<file path="src/core/flash_mode_cfg.svh">
// constants for the flash access-mode control block
// Notes on behaviour
// - size 10 gives read-only 32-bit words, fetch allowed
// - read-only mode ignores commands, never programs or erases
// - reset forces size field to 10
// - size 01 gives 16-bit programming mode
// - programming mode refuses word access and fetch
// - programming reads return 16-bit half-words
// - programming-mode command writes with a nonzero code start the algorithm when it is idle
// - chip erase, sector erase, half-word programming supported
`ifndef FLASH_MODE_CFG_SVH
`define FLASH_MODE_CFG_SVH
`define SIZE_ROM 2'h2
`define SIZE_PROG 2'h1
`define SIZE_RESET 2'h2
`define CMD_PROGRAM 2'h1
`define CMD_CHIP_ERASE 2'h2
`define CMD_SECTOR_ERASE 2'h3
`define OP_CYCLES_DEF 8
`endif

</file>
<file path="src/core/flash_mode_pkg.sv">
// types for the flash access-mode control block
package flash_mode_pkg;
  typedef enum logic [1:0] {
    ST_IDLE = 2'h0,
    ST_BUSY = 2'h1,
    ST_DONE = 2'h3
  } algo_state_t;
endpackage

</file>
<file path="src/core/flash_access_mode_control.sv">
// flash access-mode control: size field, access gating, command launch
`timescale 1ns/1ps
`include "flash_mode_cfg.svh"
module flash_access_mode_control #(
  parameter int OP_CYCLES = `OP_CYCLES_DEF
) (
  input wire logic i_clk,
  input wire logic i_rst,
  input wire logic i_ce,
  input wire logic i_size_we,
  input wire logic [1:0] i_size_wdata,
  output logic [1:0] o_size,
  output logic o_rom_mode,
  output logic o_prog_mode,
  input wire logic i_rd,
  input wire logic i_rd_word,
  input wire logic i_fetch,
  input wire logic [31:0] i_array_rdata,
  output logic [31:0] o_rdata,
  output logic o_rvalid,
  output logic o_err,
  input wire logic i_cmd_we,
  input wire logic [1:0] i_cmd,
  output logic o_busy,
  output logic o_done,
  output logic [1:0] o_op
);
  // ************************************************
  // access size field
  // ************************************************
  logic [1:0] size_q;
  logic rom_mode;
  logic prog_mode;
  logic [31:0] rdata_q;
  logic rvalid_q;
  logic err_q;
  logic start;

  // one decode shared by both modes, so the two can never disagree on width
  function automatic logic mode_is(input logic [1:0] field, input logic [1:0] code);
    mode_is = (field == code);
  endfunction

  // reset always lands in read-only mode; any written value is kept verbatim
  // values 00 and 11 select neither mode: every access is refused then
  always_ff @(posedge i_clk) begin
    if (i_rst) begin
      size_q <= `SIZE_RESET;
    end else if (i_ce && i_size_we) begin
      size_q <= i_size_wdata;
    end
  end

  // mode flags are plain decodes of the stored field
  assign rom_mode = mode_is(size_q, `SIZE_ROM);
  assign prog_mode = mode_is(size_q, `SIZE_PROG);
  assign o_size = size_q;
  assign o_rom_mode = rom_mode;
  assign o_prog_mode = prog_mode;

  // ************************************************
  // read path
  // ************************************************
  // word reads and fetches only in read-only mode; half-words in programming mode
  always_ff @(posedge i_clk) begin
    if (i_rst) begin
      rdata_q <= 32'h0000_0000;
      rvalid_q <= 1'b0;
      err_q <= 1'b0;
    end else if (i_ce) begin
      rvalid_q <= 1'b0;
      err_q <= 1'b0;
      if (i_rd || i_fetch) begin
        if (rom_mode) begin
          rdata_q <= i_array_rdata;
          rvalid_q <= 1'b1;
        end else if (prog_mode && i_rd && !i_rd_word && !i_fetch) begin
          rdata_q <= {16'h0000, i_array_rdata[15:0]};
          rvalid_q <= 1'b1;
        end else begin
          err_q <= 1'b1;
        end
      end
    end
  end

  assign o_rdata = rdata_q;
  assign o_rvalid = rvalid_q;
  assign o_err = err_q;

  // ************************************************
  // command launch
  // ************************************************
  // commands outside programming mode are dropped silently
  assign start = i_cmd_we && prog_mode && (i_cmd != 2'h0);

  flash_algo_seq #(
    .OP_CYCLES(OP_CYCLES)
  ) u_seq (
    .i_clk(i_clk),
    .i_rst(i_rst),
    .i_ce(i_ce),
    .i_start(start),
    .i_cmd(i_cmd),
    .o_busy(o_busy),
    .o_done(o_done),
    .o_op(o_op)
  );

  // ************************************************
  // checks
  // ************************************************
  // busy cycles counted here so the run length can be checked against the
  // parameter without a long repetition in a property
  logic [15:0] busy_cnt_q;

  // cleared at each accepted launch, counts while the sequencer is busy
  always_ff @(posedge i_clk) begin
    if (i_rst) begin
      busy_cnt_q <= 16'h0000;
    end else if (i_ce) begin
      if (start && !o_busy && !o_done) begin
        busy_cnt_q <= 16'h0000;
      end else if (o_busy) begin
        busy_cnt_q <= busy_cnt_q + 16'h0001;
      end
    end
  end
endmodule // flash_access_mode_control

</file>
<file path="src/core/flash_algo_seq.sv">
// embedded write/erase sequencer started by accepted commands
`timescale 1ns/1ps
`include "flash_mode_cfg.svh"
module flash_algo_seq #(
  parameter int OP_CYCLES = `OP_CYCLES_DEF
) (
  input wire logic i_clk,
  input wire logic i_rst,
  input wire logic i_ce,
  input wire logic i_start,
  input wire logic [1:0] i_cmd,
  output logic o_busy,
  output logic o_done,
  output logic [1:0] o_op
);
  flash_mode_pkg::algo_state_t state_q;
  logic [15:0] cnt_q;
  logic [1:0] op_q;

  // simple timed operation; a start while busy is ignored
  always_ff @(posedge i_clk) begin
    if (i_rst) begin
      state_q <= flash_mode_pkg::ST_IDLE;
      cnt_q <= 16'h0000;
      op_q <= 2'h0;
    end else if (i_ce) begin
      case (state_q)
        flash_mode_pkg::ST_IDLE: begin
          if (i_start) begin
            state_q <= flash_mode_pkg::ST_BUSY;
            op_q <= i_cmd;
            cnt_q <= 16'(OP_CYCLES - 1);
          end
        end
        flash_mode_pkg::ST_BUSY: begin
          if (cnt_q == 16'h0000) begin
            state_q <= flash_mode_pkg::ST_DONE;
          end else begin
            cnt_q <= cnt_q - 16'h0001;
          end
        end
        flash_mode_pkg::ST_DONE: begin
          state_q <= flash_mode_pkg::ST_IDLE;
        end
        default: begin
          state_q <= flash_mode_pkg::ST_IDLE;
        end
      endcase
    end
  end

  assign o_busy = (state_q == flash_mode_pkg::ST_BUSY);
  assign o_done = (state_q == flash_mode_pkg::ST_DONE);
  assign o_op = op_q;
endmodule // flash_algo_seq

</file>
<file path="config.mk">
export PLATFORM = sky130hd
export DESIGN_NAME = flash_access_mode_control
export DESIGN_NICKNAME = d
export VERILOG_FILES = /design/src/core/flash_mode_pkg.sv /design/src/core/flash_access_mode_control.sv /design/src/core/flash_algo_seq.sv
export VERILOG_INCLUDE_DIRS = /design/src /design/src/core
export SDC_FILE = /design/constraint.sdc
export NUM_CORES = 1
export LEC_CHECK = 0
export ABC_AREA = 1
export BUFFER_PORTS_ARGS = -buffer_cell sky130_fd_sc_hd__clkbuf_2
export CELL_PAD_IN_SITES_DETAIL_PLACEMENT = 1
export CELL_PAD_IN_SITES_GLOBAL_PLACEMENT = 1
export CORE_ASPECT_RATIO = 1.1
export CORE_MARGIN = 4
export CORE_UTILIZATION = 34
export CTS_CLUSTER_DIAMETER = 150
export CTS_CLUSTER_SIZE = 12
export DETAILED_ROUTE_END_ITERATION = 8
export PLACE_DENSITY = 0.88
export SYNTH_ARGS = -nofsm -noshare
export SYNTH_HDL_FRONTEND = slang
export SYNTH_SLANG_ARGS = --single-unit
</file>
<file path="constraint.sdc">
create_clock -name i_clk -period 1.7 [get_ports i_clk]
set_input_delay 0.17 -clock i_clk [delete_from_list [all_inputs] [get_ports i_clk]]
set_output_delay 0.17 -clock i_clk [all_outputs]
set_load 0.01 [all_outputs]
</file>
; Yosys cells after proc, flatten, opt, wreduce, memory -nomap -nowiden
; Index checks and enable logic that the tools add are counted.
[word_totals]
wordCells = 47
regBits = 56
out_inout_bits = 42
input_bits = 44
[classes]
addsub = 1
n_eq_ne = 7
n_mux = 14
reduce_logical = 18
[op_table]
columns = cell, count
row1 = 32-bit two-way mux, 2
row2 = 16-bit two-way mux, 2
row3 = 16-bit one-hot mux with 2 select lines, 1
row4 = 16-bit zero test, 1
row5 = "16-bit by 1-bit subtractor with 16-bit output, second input constant", 1
row6 = 3-bit AND reduction, 3
row7 = 1-bit logical AND, 6
row8 = 1-bit two-way mux, 6
row9 = 2-bit nonzero test, 3
row10 = "2-bit by 1-bit equality test with 1-bit output, second input constant", 2
row11 = "2-bit equality test, second input constant", 2
row12 = 2-bit two-way mux, 2
row13 = "2-bit inequality test, second input constant", 2
row14 = 2-bit one-hot mux with 2 select lines, 1
row15 = 4-bit AND reduction, 1
row16 = 1-bit zero test, 2
row17 = 2-bit zero test, 1
row18 = "2-bit by 1-bit inequality test with 1-bit output, second input constant", 1
row19 = 1-bit logical OR, 1

; Logic depth before layout (Yosys ltp)
[depth]
depth_word = 7
mapped_depth = 10
ltp_nobuf = 10

; Cells and area by module
; From an unflattened synthesis, not the netlist that was laid out.
[unflattened]
hier_cells = 363
area_unflattened_um2 = 2580.0
[modules_own_cells]
columns = module, instances, area_each_um2, cells_each, seq_area_each_um2
row1 = flash_access_mode_control, 1, 1400.1, 170, 720.7
row2 = flash_algo_seq, 1, 1179.9, 193, 400.4

; Worst setup path after synthesis
; No wires, ideal clock.
[synth_timing]
path_type = register -> register
start = register size_q[0], in the netlist o_size[0]
end = register u_seq.cnt_q[0]
required_time_ns = 1.582
setup_time_ns = 0.118
path_buffers = 1
period_less_slack_ns = 1.549
arrival_ns = 1.431
path_slack_ns = 0.151
stages_incl_launch_ff = 9
path_cell_list = dfxtp_1 inv_1 nor2_2 nand3_2 a21oi_4 nand2_4 buf_6 nor3_1 nor2_1
[synth_via]
elab_chain_cells = 5
[synth_lines]
columns = element, line
row1 = start: declaration, flash_access_mode_control.sv:31  ; logic [1:0] size_q;
row2 = start signal: assignment, flash_access_mode_control.sv:48  ; size_q <= `SIZE_RESET;
row3 = start signal: assignment, flash_access_mode_control.sv:50  ; size_q <= i_size_wdata;
row4 = 2-bit by 1-bit equality test with 1-bit output, flash_access_mode_control.sv:41  ; mode_is = (field == code);
row5 = net o_prog_mode, flash_access_mode_control.sv:14  ; output logic o_prog_mode,
row6 = 1-bit logical AND (2 in series), flash_access_mode_control.sv:95  ; assign start = i_cmd_we && prog_mode && (i_cmd != 2'h0);
row7 = 2-bit inequality test (no source line), --
row8 = 4-bit AND reduction (no source line), --
row9 = end signal: assignment, flash_algo_seq.sv:32  ; cnt_q <= 16'(OP_CYCLES - 1);
row10 = end signal: assignment, flash_algo_seq.sv:39  ; cnt_q <= cnt_q - 16'h0001;
row11 = end: declaration, flash_algo_seq.sv:17  ; logic [15:0] cnt_q;
; The timed path passes the listed nets, and every way through them passes these cells.
; A chain may end at the register's enable or synchronous reset.

; Worst setup path in the final report
[layout_timing]
start = register u_seq.cnt_q[0]
end = register u_seq.cnt_q[15]
[layout_via]
elab_chain_cells = 3
word_cells_on_any_way = 6
cone_classes = add/sub: 1 / eq/ne: 1 / mux: 2 / reduce/logical: 2
[layout_lines]
columns = element, line
row1 = 16-bit by 1-bit subtractor with 16-bit output or 16-bit zero test (tied branches), "flash_algo_seq.sv:39, flash_algo_seq.sv:36"
row2 = 16-bit two-way mux or 2-bit inequality test (tied branches), --
row3 = 16-bit one-hot mux with 2 select lines or 4-bit AND reduction (tied branches), --
; Several ways; a longest one is shown, not always the timed one. The select of a mux whose other input is x is not followed.

==> impl_metrics.toml <==
[timing]
fin_skew_ns = 0.00534
slew_viol_final = 0
fmax_mhz = 643
setup_violations = 0
slew_headroom_pct = 70.2
period_minus_slack_ns = 1.56
hold_viol_final = 0
fin_crit_sh_pct = 91.6
setup_ws_ns = 0.144
worst_hold_slack_ns = 0.0821
tightestPinTransition_ns = 0.447

[critical_path]
crit_arrival_ns = 1.76
cp_common_cell = "nor2_1"
cp-end-kind = "flop"
reg2reg_slack_ns = 0.14
rr_startpoint = "u_seq.cnt_q[0]$_SDFFE_PP0P_"
critPathKind = "flop to flop"
cp_slowest_cell = "dfxtp_1"
crit_chain = "inv_2, ha_2, nand2_2, nor2_4, nand3_4, nand2_8, buf_4, nor2_1, nor2_1, nor2_1"
slowest_delay_ns = 0.36
ff2ff_path_depth = 10
start_kind = "flop"
worstPathRequired_ns = 1.91
crit_path_max_fanout = 9
r2r_end = "u_seq.cnt_q[15]$_SDFFE_PP0P_"

[yosys]
synth.net_count = 421
syn_area_um2 = 2550
yosysWarnings = 0
synth_seq_cells = 56
syn-mean-instance-area_um2 = 6.80
ys_seq_area_share_pct = 43.9
synth_cells = 376
ys_types = 28

[min_path]
whs_path_depth = 3
min_from = "i_array_rdata[28]"
holdCritPathClass = "input pin to flop"
holdPathEnd = "o_rdata[28]$_SDFFE_PP0P_"

[routing]
postRouteAntennaNets = 0
vias = 2800
drtIter0Drc = 122
wl_mm = 8.04
drc = 0
viasPerCell = 5.00
routedWlPerCell_um = 14.4
drt_pass1_iterations = 4

[layout]
nFillCells = 961
drive_above_1_share_pct = 28.0
final_common_cell = "nand2_1"
area_delta_synth_final_pct = 30.4
nets = 519
final_cell_mix = "111 x nand2_1, 85 x clkbuf_2, 55 x dfxtp_1, 52 x a21oi_1, 43 x nor2_1"
diodes = 0

[clock_tree]
cts_htree_levels = 2
cts_root_buffer = "clkbuf_8"
clk_pin_slew_ns = 0.11
clock_sinks = 56
clk_path_buf_depth = 2
cts_tree = "built"
clk_latency_ns = 0.31
cts_buffers = 5

[grt]
grt_max_degree = 43
grt_pass1_wl_mm = 13.6
antenna_found_initial = 0
track_usage_pct = 18.0
grt_pass1_vias = 2922
grt_overflow = 0

[floorplanning]
row_count = 32
io_pins = 86
dieHeight_um = 98.9
die_w_um = 90.7
die-area_um2 = 8970
core_area_um2 = 7170
start_util_pct = 35.6

[flow_run]
max-cap-violations = 0

[placed_design]
portBuffers = 85
pre_cts_ws_ns = -0.0182
hpwl_mm = 6.14
gp_congestion = 0.913

[power]
power_leakage_nw = 1.58
p_per_area_nw_per_um2 = 790
vdd_drop_max_mv = 0.375

[run_status]
outcome = "finished, final reports clean"
[worst max-delay path, delay by kind of cell, from the launching register on]
kind	cells	cell delay (ns)
simple gates	7	0.69
flops	1	0.36
buf+inv	2	0.21
fa+ha+maj	1	0.20
[synthesized netlist by cell type]
cell | instances | area [um^2]
dfxtp_1 | 56 | 1120
o21ai_1 | 3 | 15.0
nand3_1 | 32 | 160
a21oi_1 | 52 | 260
o211ai_1 | 1 | 7.51
nand3b_1 | 1 | 7.51
nand3_4 | 1 | 17.5
ha_1 | 1 | 12.5
nor2_1 | 47 | 176
clkinv_1 | 2 | 7.51
a221oi_1 | 1 | 8.76
nor3_1 | 1 | 5.00
o21ai_0 | 3 | 15.0
nor2_2 | 5 | 31.3
nand2_1 | 112 | 420
inv_1 | 31 | 116
nand3_2 | 1 | 10.0
buf_2 | 5 | 25.0
buf_6 | 1 | 11.3
xor2_1 | 2 | 17.5
a21oi_4 | 1 | 16.3
inv_2 | 3 | 11.3
o21bai_1 | 2 | 15.0
clkbuf_1 | 6 | 22.5
nand2_4 | 1 | 11.3
nor3b_1 | 1 | 7.51
nand4_1 | 3 | 18.8
or2_2 | 1 | 6.26
[worst max path at each step]
| stage | startpoint | depth (start not counted) | end | slack (ns) |
|---|---|---|---|---|
| 4_1_cts | u_seq.cnt_q[0]$_SDFFE_PP0P_ | 9 | u_seq.cnt_q[0]$_SDFFE_PP0P_ | 0.02 |
| 5_1_grt | u_seq.cnt_q[6]$_SDFFE_PP0P_ | 9 | u_seq.cnt_q[11]$_SDFFE_PP0P_ | -0.00003 |
| 2_1_floorplan | o_size[0]$_SDFFE_PP0P_ | 8 | u_seq.cnt_q[0]$_SDFFE_PP0P_ | 0.15 |
| 3_5_place_dp | u_seq.cnt_q[0]$_SDFFE_PP0P_ | 9 | u_seq.cnt_q[0]$_SDFFE_PP0P_ | -0.02 |
| 3_3_place_gp | u_seq.cnt_q[0]$_SDFFE_PP0P_ | 9 | u_seq.cnt_q[0]$_SDFFE_PP0P_ | 0.11 |
| 6_report | u_seq.cnt_q[0]$_SDFFE_PP0P_ | 10 | u_seq.cnt_q[15]$_SDFFE_PP0P_ | 0.14 |
[metrics by stage]
step	power, mW	std cells	utilization [%]	TNS, ns	instance area, um^2
after floorplan	1.65	376	-	0	2550
after global placement	1.82	548	43.9	0	3150
after detailed placement	1.84	548	43.9	-0.0182	3150
after CTS	2.66	558	45.6	0	3270
after global routing	2.78	560	46.5	-0.0000278	3330
final	2.63	560	46.5	0	3330
[flip-flops by register name (all words and copies together), names as in the netlist]
name and flops:
o_err 1, o_rvalid 1, u_seq.state_q 2, u_seq.cnt_q 16, o_rdata 32, u_seq.o_op 2
o_size 2
[report_power, final]
part           internal, mW  leakage, nW  switching [mW]
clock network         0.342       0.0493           0.471
logic                 0.166         1.08           0.251
registers              1.37        0.456          0.0333
[routing by layer]
layer  vias to the layer above  global-route usage, %  wire [um]
li1                       1393                      -          -
met1                      1329                   20.4       3200
met2                        66                   32.6       4150
met3                        12                   6.41        585
met4                         0                   3.53        105
met5                         -                      0          0
[logic make-up (layout without fill, tap and decap cells)]
logic type / after synthesis / after routing / synth area share, %
AND/OR/NAND/NOR: 206 / 206 / 34.1
AO/OA/AOI/OAI: 63 / 63 / 13.2
adder cells (fa/ha/maj): 1 / 1 / 0.490
XOR/XNOR: 2 / 2 / 0.686
buffers and inverters: 48 / 147 / 7.59
flip-flops: 56 / 56 / 43.9
[final cells by class]
class                      count  area (um^2)  area share [%]
multi-input combinational    272         1280            38.4
sequential                    56         1120            33.7
timing repair buffer         103          586            17.6
inverter                      36          138            4.13
tap                           85          106            3.19
clock buffer                   6         82.6            2.48
clock inverter                 2         18.8           0.563
[timing repair]
action | in CTS | in global routing
setup buffers | 2 | 2
gates resized for setup | 1 | 12
endpoints found under the setup margin | 1 | 16
cloned | 0 | 0
hold buffers | 0 | 0
pin swaps | 2 | 2
Power figures use the tool's default switching activity.
